## src/verilog/spcr_defines.vh

```
`ifndef SPCR_DEFINES_VH
`define SPCR_DEFINES_VH

// Register addresses as carried in the 13-bit address field
`define SPCR_ADDR_W       13
`define SPCR_ADDR_CFG     13'h0000
`define SPCR_ADDR_PART    13'h0003
`define SPCR_ADDR_RBSEL   13'h0004
`define SPCR_ADDR_PDS     13'h0230
`define SPCR_ADDR_RSV     13'h0231
`define SPCR_ADDR_UPD     13'h0232
`define SPCR_ADDR_STEP    13'h0001

// Serial port configuration fields
`define SPCR_CFG_SEP      0
`define SPCR_CFG_LSB      1
`define SPCR_CFG_SRST     2
`define SPCR_CFG_LONG     3
`define SPCR_CFG_RESET    8'h18
`define SPCR_CFG_SRST_MSK 8'h04

// Reset values of the other registers
`define SPCR_RBSEL_RESET  1'h0
`define SPCR_RSV_RESET    8'h00
`define SPCR_UPD_RESET    1'h0
`define SPCR_ZERO_BYTE    8'h00
`define SPCR_UPD_BIT      0
`define SPCR_RBSEL_BIT    0

// Instruction word layout
`define SPCR_INS_RW       15
`define SPCR_INS_LEN_HI   14
`define SPCR_INS_LEN_LO   13
`define SPCR_INS_ADDR_HI  12
`define SPCR_LEN_STREAM   2'h3
`define SPCR_LEN_NONE     2'h0

// Bit counts, zero based
`define SPCR_CNT_ZERO     4'h0
`define SPCR_CNT_ONE      4'h1
`define SPCR_INSTR_LAST   4'hf
`define SPCR_BYTE_LAST    4'h7

`endif

```

## src/verilog/spcr_bank.v

```verilog
`timescale 1ns/1ns
`include "spcr_defines.vh"

module spcr_bank #(
	parameter [7:0] VARIANT_ID = 8'h5a, // Variant code, value arbitrary
	parameter [7:0] PDS_RESET  = 8'h00  // Power-down/sync default
) (
	input  wire                    mclk,       // System clock
	input  wire                    rst,        // Synchronous reset, active high
	input  wire                    wr_en,      // One-cycle write strobe
	input  wire [`SPCR_ADDR_W-1:0] wr_addr,    // Write address
	input  wire [7:0]              wr_data,    // Write data
	input  wire [`SPCR_ADDR_W-1:0] rd_addr,    // Read address
	output reg  [7:0]              rd_data,    // Read data, combinational
	output wire [7:0]              cfg,        // Port configuration
	output wire [7:0]              pds_active  // Active power-down/sync value
);

	reg [7:0] cfg_ff;
	reg       rbsel_ff;
	reg [7:0] pds_buf_ff;
	reg [7:0] pds_act_ff;
	reg [7:0] rsv_buf_ff;
	reg [7:0] rsv_act_ff;
	reg       upd_ff;

	wire srst = cfg_ff[`SPCR_CFG_SRST];
	wire wr_cfg = wr_en && (wr_addr == `SPCR_ADDR_CFG);
	wire wr_rbsel = wr_en && (wr_addr == `SPCR_ADDR_RBSEL);
	wire wr_pds = wr_en && (wr_addr == `SPCR_ADDR_PDS);
	wire wr_rsv = wr_en && (wr_addr == `SPCR_ADDR_RSV);
	wire wr_upd = wr_en && (wr_addr == `SPCR_ADDR_UPD);

	assign cfg = cfg_ff;
	assign pds_active = pds_act_ff;

	// Config register; soft reset pins the other fields at default
	always @(posedge mclk) begin
		if (rst) begin
			cfg_ff <= `SPCR_CFG_RESET;
		end else if (wr_cfg) begin
			cfg_ff <= wr_data;
		end else if (srst) begin
			cfg_ff <= `SPCR_CFG_RESET | `SPCR_CFG_SRST_MSK;
		end
	end

	// Buffer and active banks; soft reset beats a pending commit
	always @(posedge mclk) begin
		if (rst || srst) begin
			rbsel_ff   <= `SPCR_RBSEL_RESET;
			pds_buf_ff <= PDS_RESET;
			pds_act_ff <= PDS_RESET;
			rsv_buf_ff <= `SPCR_RSV_RESET;
			rsv_act_ff <= `SPCR_RSV_RESET;
			upd_ff     <= `SPCR_UPD_RESET;
		end else begin
			if (wr_rbsel) begin
				rbsel_ff <= wr_data[`SPCR_RBSEL_BIT];
			end
			if (wr_pds) begin
				pds_buf_ff <= wr_data;
			end
			if (wr_rsv) begin
				rsv_buf_ff <= wr_data;
			end
			// Bit stands one cycle, then clears itself
			upd_ff <= wr_upd && wr_data[`SPCR_UPD_BIT];
			if (upd_ff) begin
				pds_act_ff <= pds_buf_ff;
				rsv_act_ff <= rsv_buf_ff;
			end
		end
	end

	// Readback mux; identifier is a constant so writes cannot touch it
	always @* begin
		case (rd_addr)
			`SPCR_ADDR_CFG:   rd_data = cfg_ff;
			`SPCR_ADDR_PART:  rd_data = VARIANT_ID;
			`SPCR_ADDR_RBSEL: rd_data = {7'h00, rbsel_ff};
			`SPCR_ADDR_PDS:   rd_data = rbsel_ff ? pds_act_ff : pds_buf_ff;
			`SPCR_ADDR_RSV:   rd_data = rbsel_ff ? rsv_act_ff : rsv_buf_ff;
			`SPCR_ADDR_UPD:   rd_data = {7'h00, upd_ff};
			default:          rd_data = `SPCR_ZERO_BYTE;
		endcase
	end

endmodule // spcr_bank

```

## src/verilog/spcr_port.v

```verilog
// Overview of operation
// - Instruction length bit: 0 short, 1 long default; only 16-bit used.
// - While soft reset is one, internal registers hold their defaults.
// - Soft reset bit stays set until the host writes it to zero.
// - Bit order zero: MSB first, address decrements per further byte.
// - Bit order one: LSB first, address increments per further byte.
// - Output select zero: data pin shared, separate output pin released.
// - Output select one: reads on separate output pin, writes on data pin.
// - Eight-bit read-only variant identifier; writes have no effect.
// - Readback select zero returns buffer bank, one returns active bank.
// - Writing one to update-all commits registers; bit clears itself.
// - Update-all and reserved register below it reset to zero.
`timescale 1ns/1ns
`include "spcr_defines.vh"

module spcr_port #(
	parameter [7:0] VARIANT_ID = 8'h5a, // Variant code, value arbitrary
	parameter [7:0] PDS_RESET  = 8'h00  // Power-down/sync default
) (
	input  wire       mclk,            // System clock, 20 MHz
	input  wire       rst,             // Synchronous reset, active high
	input  wire       sclk,            // Serial clock, sampled on mclk
	input  wire       cs_n,            // Chip select, active low
	input  wire       sdio_in,         // Data pin, input side
	output reg        sdio_out,        // Data pin, output side
	output reg        sdio_oe_n,       // Data pin drive enable, active low
	output reg        serial_out_pin,  // Separate serial output
	output reg        serial_out_oe_n, // Separate output enable, active low
	output wire [7:0] pds_active       // Active power-down/sync register
);

	// Transfer phases
	localparam [2:0] ST_INSTR = 3'h0;
	localparam [2:0] ST_WDATA = 3'h1;
	localparam [2:0] ST_RLOAD = 3'h2;
	localparam [2:0] ST_RDATA = 3'h3;
	localparam [2:0] ST_HOLD  = 3'h4;

	reg  [2:0]              st_ff;
	reg                     sclk_ff;
	reg  [3:0]              cnt_ff;
	reg  [15:0]             ins_ff;
	reg  [7:0]              byte_ff;
	reg  [`SPCR_ADDR_W-1:0] addr_ff;
	reg  [1:0]              rem_ff;
	reg                     strm_ff;
	reg                     wr_en_ff;
	reg  [`SPCR_ADDR_W-1:0] wr_addr_ff;
	reg  [7:0]              wr_data_ff;
	wire [7:0]              cfg;
	wire [7:0]              rd_data;
	wire [15:0]             nxt_ins;
	wire [7:0]              nxt_byte;
	wire [`SPCR_ADDR_W-1:0] nxt_addr;
	wire                    lsb_first;
	wire                    sep_out;
	wire                    sclk_rise;
	wire                    sclk_fall;
	wire                    last_byte;
	wire                    out_bit;

	spcr_bank #(
		.VARIANT_ID (VARIANT_ID),
		.PDS_RESET  (PDS_RESET)
	) u_bank (
		.mclk       (mclk),
		.rst        (rst),
		.wr_en      (wr_en_ff),
		.wr_addr    (wr_addr_ff),
		.wr_data    (wr_data_ff),
		.rd_addr    (addr_ff),
		.rd_data    (rd_data),
		.cfg        (cfg),
		.pds_active (pds_active)
	);

	// The long-instruction bit is stored for readback only; the port
	// always decodes a 16-bit instruction, so a host clearing it breaks
	// framing rather than switching to the short form.
	assign lsb_first = cfg[`SPCR_CFG_LSB];
	assign sep_out   = cfg[`SPCR_CFG_SEP];

	// Edges of the serial clock seen at mclk; sclk must stay in each
	// level for at least two mclk cycles
	assign sclk_rise = sclk && !sclk_ff;
	assign sclk_fall = !sclk && sclk_ff;

	// Shift direction follows the bit-order control
	assign nxt_ins  = lsb_first ? {sdio_in, ins_ff[15:1]} : {ins_ff[14:0], sdio_in};
	assign nxt_byte = lsb_first ? {sdio_in, byte_ff[7:1]} : {byte_ff[6:0], sdio_in};
	assign out_bit  = lsb_first ? byte_ff[0] : byte_ff[7];

	// Address steps up in LSB-first mode and down in MSB-first mode
	assign nxt_addr = lsb_first ? addr_ff + `SPCR_ADDR_STEP : addr_ff - `SPCR_ADDR_STEP;

	// Fixed-length transfers end when the byte count runs out
	assign last_byte = !strm_ff && (rem_ff == `SPCR_LEN_NONE);

	// Serial clock history for edge detection
	always @(posedge mclk) begin
		if (rst) begin
			sclk_ff <= 1'b0;
		end else begin
			sclk_ff <= sclk;
		end
	end

	// Transfer sequencer; chip select high aborts anything in flight
	always @(posedge mclk) begin
		if (rst) begin
			st_ff      <= ST_INSTR;
			cnt_ff     <= `SPCR_CNT_ZERO;
			ins_ff     <= 16'h0000;
			byte_ff    <= 8'h00;
			addr_ff    <= `SPCR_ADDR_CFG;
			rem_ff     <= `SPCR_LEN_NONE;
			strm_ff    <= 1'b0;
			wr_en_ff   <= 1'b0;
			wr_addr_ff <= `SPCR_ADDR_CFG;
			wr_data_ff <= 8'h00;
		end else begin
			wr_en_ff <= 1'b0;
			if (cs_n) begin
				st_ff  <= ST_INSTR;
				cnt_ff <= `SPCR_CNT_ZERO;
			end else begin
				case (st_ff)
					ST_INSTR: begin
						if (sclk_rise) begin
							ins_ff <= nxt_ins;
							cnt_ff <= cnt_ff + `SPCR_CNT_ONE;
							if (cnt_ff == `SPCR_INSTR_LAST) begin
								// Always the 16-bit form
								addr_ff <= nxt_ins[`SPCR_INS_ADDR_HI:0];
								rem_ff  <= nxt_ins[`SPCR_INS_LEN_HI:`SPCR_INS_LEN_LO];
								strm_ff <= (nxt_ins[`SPCR_INS_LEN_HI:`SPCR_INS_LEN_LO]
									== `SPCR_LEN_STREAM);
								cnt_ff  <= `SPCR_CNT_ZERO;
								st_ff   <= nxt_ins[`SPCR_INS_RW] ? ST_RLOAD : ST_WDATA;
							end
						end
					end
					ST_WDATA: begin
						if (sclk_rise) begin
							byte_ff <= nxt_byte;
							cnt_ff  <= cnt_ff + `SPCR_CNT_ONE;
							if (cnt_ff == `SPCR_BYTE_LAST) begin
								// Write data only ever comes on the data pin
								wr_en_ff   <= 1'b1;
								wr_addr_ff <= addr_ff;
								wr_data_ff <= nxt_byte;
								addr_ff    <= nxt_addr;
								cnt_ff     <= `SPCR_CNT_ZERO;
								rem_ff     <= rem_ff - 2'h1;
								if (last_byte) begin
									st_ff <= ST_HOLD;
								end
							end
						end
					end
					ST_RLOAD: begin
						// One mclk to fetch the addressed byte
						byte_ff <= rd_data;
						st_ff   <= ST_RDATA;
					end
					ST_RDATA: begin
						if (sclk_fall) begin
							byte_ff <= lsb_first ? {1'b0, byte_ff[7:1]} : {byte_ff[6:0], 1'b0};
							cnt_ff  <= cnt_ff + `SPCR_CNT_ONE;
							if (cnt_ff == `SPCR_BYTE_LAST) begin
								addr_ff <= nxt_addr;
								cnt_ff  <= `SPCR_CNT_ZERO;
								rem_ff  <= rem_ff - 2'h1;
								st_ff   <= last_byte ? ST_HOLD : ST_RLOAD;
							end
						end
					end
					ST_HOLD: begin
						// Extra clocks are ignored until chip select rises
						st_ff <= ST_HOLD;
					end
					default: begin
						st_ff <= ST_INSTR;
					end
				endcase
			end
		end
	end

	// Pin drivers; read bits change on the falling serial clock edge
	always @(posedge mclk) begin
		if (rst) begin
			sdio_out        <= 1'b0;
			sdio_oe_n       <= 1'b1;
			serial_out_pin  <= 1'b0;
			serial_out_oe_n <= 1'b1;
		end else if (cs_n) begin
			sdio_oe_n       <= 1'b1;
			serial_out_oe_n <= 1'b1;
		end else if (st_ff == ST_RDATA && sclk_fall) begin
			sdio_out        <= out_bit;
			serial_out_pin  <= out_bit;
			// Shared pin unless separate output is selected
			sdio_oe_n       <= sep_out;
			serial_out_oe_n <= !sep_out;
		end
	end

endmodule // spcr_port

```

## config.mk

```make
export PLATFORM = sky130hd
export DESIGN_NAME = spcr_port
export DESIGN_NICKNAME = d
export VERILOG_FILES = /design/src/verilog/spcr_bank.v /design/src/verilog/spcr_port.v
export VERILOG_INCLUDE_DIRS = /design/src /design/src/verilog
export SDC_FILE = /design/constraint.sdc
export NUM_CORES = 1
export LEC_CHECK = 0
export BUFFER_PORTS_ARGS = -buffer_cell sky130_fd_sc_hd__buf_2
export CAP_MARGIN = 40
export CORE_ASPECT_RATIO = 0.7
export CORE_MARGIN = 3
export CORE_UTILIZATION = 45
export CTS_CLUSTER_DIAMETER = 60
export CTS_CLUSTER_SIZE = 28
export DETAILED_ROUTE_END_ITERATION = 6
export PLACE_DENSITY = 0.6
export RECOVER_POWER = 25
export SYNTH_ARGS = -nofsm -noshare
export SYNTH_HDL_FRONTEND = slang
export SYNTH_SLANG_ARGS = --single-unit
```

## constraint.sdc

```tcl
create_clock -name mclk -period 2.64 [get_ports mclk]
set_input_delay 0 -clock mclk [delete_from_list [all_inputs] [get_ports mclk]]
set_output_delay 0 -clock mclk [all_outputs]
set_load 0.05 [all_outputs]
```

==> out/results.ini <==
[status]
run_status = completed

[die]
dieArea_um2 = 14600
die_h_um = 102
rows = 34
pin_count = 17
coreArea_um2 = 12600
initial_core_util = 0.469
die_w_um = 143

[synthesis]
synthArstFlopShare = 0
synth_cell_types = 68
synth_top_cell_area_share = 0.389
yosys_register_bits = 115
yosysWarnings = 0
syn_avg_cell_area_um2 = 8.61
synth_edf_count = 0
synth-main-ff-cell = dfxtp_1
synth_top_area_cell = dfxtp_1
syn_nets = 707
seq_area_frac_synth = 0.389
yosys-top-cells-area = dfxtp_1, mux2i_1, nor2_1, nand2_1, a21oi_1
netlist_area_um2 = 5920
netlist_instances = 688

[route]
routed_wl_mm = 15.8
drt_pre_antenna_iters = 7
ant_nets = 0
via_count = 5089
drt-vias-per-instance = 5.81
drt_iter0_markers = 357
wl_per_cell_um = 18.1
drc = 0

[timing]
finalSetupViolCount = 0
skew_ps = 10.7
grt_setup_unrepaired = yes
slew_headroom = 0.205
slew_violations = 0
finalWorstSetupSlack_ps = 35.0
tightest_slew_ps = 1190
min_period_ps = 2610
finalHoldWorstSlack_ps = 31.2
fin_crit_sh = 0.987
finalHoldViolations = 0
fmax_ghz = 0.384

[clock_network]
cts_buffer_depth = 2
clkTransAtPathRegs_ps = 50
numClockSinks = 115
cts-root-buf = clkbuf_16
clk_latency_ps = 410
cts-buffers-inserted = 17
cts_tree = built
h-tree-depth = 4

[grt]
grt_overflow = 0
grt_pass1_vias = 4690
grt_max_degree = 39
grt_first_pass_wirelength_mm = 25.5
globalRouteTotalUtil = 0.224
antenna_found_initial = 0

[critical_path]
crit_type = flop to flop
rrSetupSlack_ps = 30
arrival_ps = 2900
cp.required_ps = 2930
start_kind = flop
cp-end-kind = flop
crit_path_max_fanout = 8

[pwr]
power_mw = 3.99
leakagePower_nw = 2.40
p_per_area_nw_per_um2 = 588
peakVddDrop_v = 0.000419

[final_layout]
antenna_cells = 0
fin_util = 0.538
syn2layout_area_growth_pct = 14.7
drive_above_1_share = 0.125
layout.cells.most_common = dfxtp_1
final_cell_mix = dfxtp_1, nor2_1, nand2_1
final_nets = 723

[place]
dp.final_hpwl_mm = 11.2
port_buffers = 16
place_congestion = 0.840
dp_slack_ps = 4.64

[min_path]
hp-class = primary input to flop

[job]
drv_cap = 0

## synth_stat cells, types with 3 or more instances
| master | instances |
|---|---|
| mux4_2 | 5 |
| mux2i_1 | 66 |
| o21a_1 | 3 |
| a22oi_1 | 3 |
| buf_2 | 11 |
| nand4_1 | 4 |
| nor3b_1 | 7 |
| ha_1 | 13 |
| xor2_1 | 4 |
| mux2_2 | 3 |
| a32o_1 | 6 |
| clkbuf_1 | 28 |
| a211oi_1 | 30 |
| dfxtp_1 | 115 |
| a21o_1 | 4 |
| nand3b_1 | 3 |
| inv_1 | 10 |
| o21ai_0 | 17 |
| and3_1 | 3 |
| o211ai_1 | 4 |
| nor2b_1 | 6 |
| nor3_1 | 17 |
| a21oi_1 | 50 |
| a311oi_1 | 3 |
| buf_4 | 4 |
| or2_2 | 3 |
| a31oi_1 | 3 |
| nand3_1 | 14 |
| xnor2_1 | 6 |
| nand2_1 | 75 |
| nor2_1 | 112 |
| buf_1 | 3 |
| nand2b_1 | 6 |
## worst paths after layout
path	cells after the start	from	to
worst max-delay path	8	u_bank.cfg[1]$_SDFFE_PP0P_	addr_ff[12]$_SDFFE_PP0P_
worst min-delay path	3	sdio_in	wr_data_ff[7]$_SDFFE_PP0P_
worst max register to register	8	u_bank.cfg[1]$_SDFFE_PP0P_	addr_ff[12]$_SDFFE_PP0P_
worst min register to register	2	wr_addr_ff[3]$_SDFFE_PP0P_	wr_addr_ff[3]$_SDFFE_PP0P_
## critical path, stage by stage (launching register included)
cell and delay, ps:
dfxtp_2 350, clkinvlp_4 190, fa_2 440, a21o_1 220, a221oi_4 270, nor3_2 100, a2111oi_4 400, mux2_4 340
a22o_1 170
## timing repair
action,CTS,global route
setup endpoints to repair,1,3
pin swaps,0,7
gates resized for setup,0,9
gates cloned,0,0
endpoints found under the hold margin,6,0
hold buffers,3,0
buffers inserted,3,1
## final cells by class
cell class              instances  area, um^2
inverters                      10        41.3
multi-input cells             516        3420
clock buffers                  20         457
clock inverters                 9        85.1
well taps                     162         203
fillers                      1162        5840
repair buffers                 44         279
flip-flops and latches        115        2300
## logic make-up after synthesis
| family | Yosys count | synth area share |
|---|---|---|
| AOI/OAI and AO/OA | 143 | 0.163 |
| buffers and inverters | 57 | 0.0423 |
| and+or+nand+nor | 274 | 0.222 |
| DFF | 115 | 0.389 |
| adders and majority gates | 14 | 0.0308 |
| muxes | 75 | 0.138 |
| xor gates and xnor gates | 10 | 0.0148 |
## per-stage QoR
| stage | instance area [um^2] | setup TNS, ps | cells |
|---|---|---|---|
| 6_report | 6790 | 0 | 876 |
| 3_3_place_gp | 6160 | 0 | 840 |
| 4_1_cts | 6760 | 0 | 875 |
| 3_5_place_dp | 6160 | 0 | 840 |
| 2_1_floorplan | 5930 | -27.7 | 688 |
| 5_1_grt | 6790 | -92.6 | 876 |
## layer usage
metal / wire, um / share of wire / global-route usage / vias up
met2: 6210 / 0.39 / 0.296 / 142
met4: 88 / 0.0056 / 0.0511 / 0
met5: 0 / 0 / 0 / -
met3: 1100 / 0.070 / 0.0636 / 9
li1: - / - / - / 2483
met1: 8420 / 0.53 / 0.354 / 2455
## power breakdown
group | internal, mW | switching, mW
clock network | 1.32 | 0.787
logic | 0.0389 | 0.0782
registers | 1.75 | 0.0122
total | 3.11 | 0.877
## sequential cells by signal, summed over array words and instances, names as in the netlist, 3 cells and up
name / flops
wr_data_ff: 8
addr_ff: 13
ins_ff: 16
u_bank.rsv_buf_ff: 8
u_bank.rsv_act_ff: 8
byte_ff: 8
cnt_ff: 4
u_bank.cfg: 8
st_ff: 3
wr_addr_ff: 13
u_bank.pds_active: 8
u_bank.pds_buf_ff: 8
No activity file was read; power rests on OpenSTA's default activity.
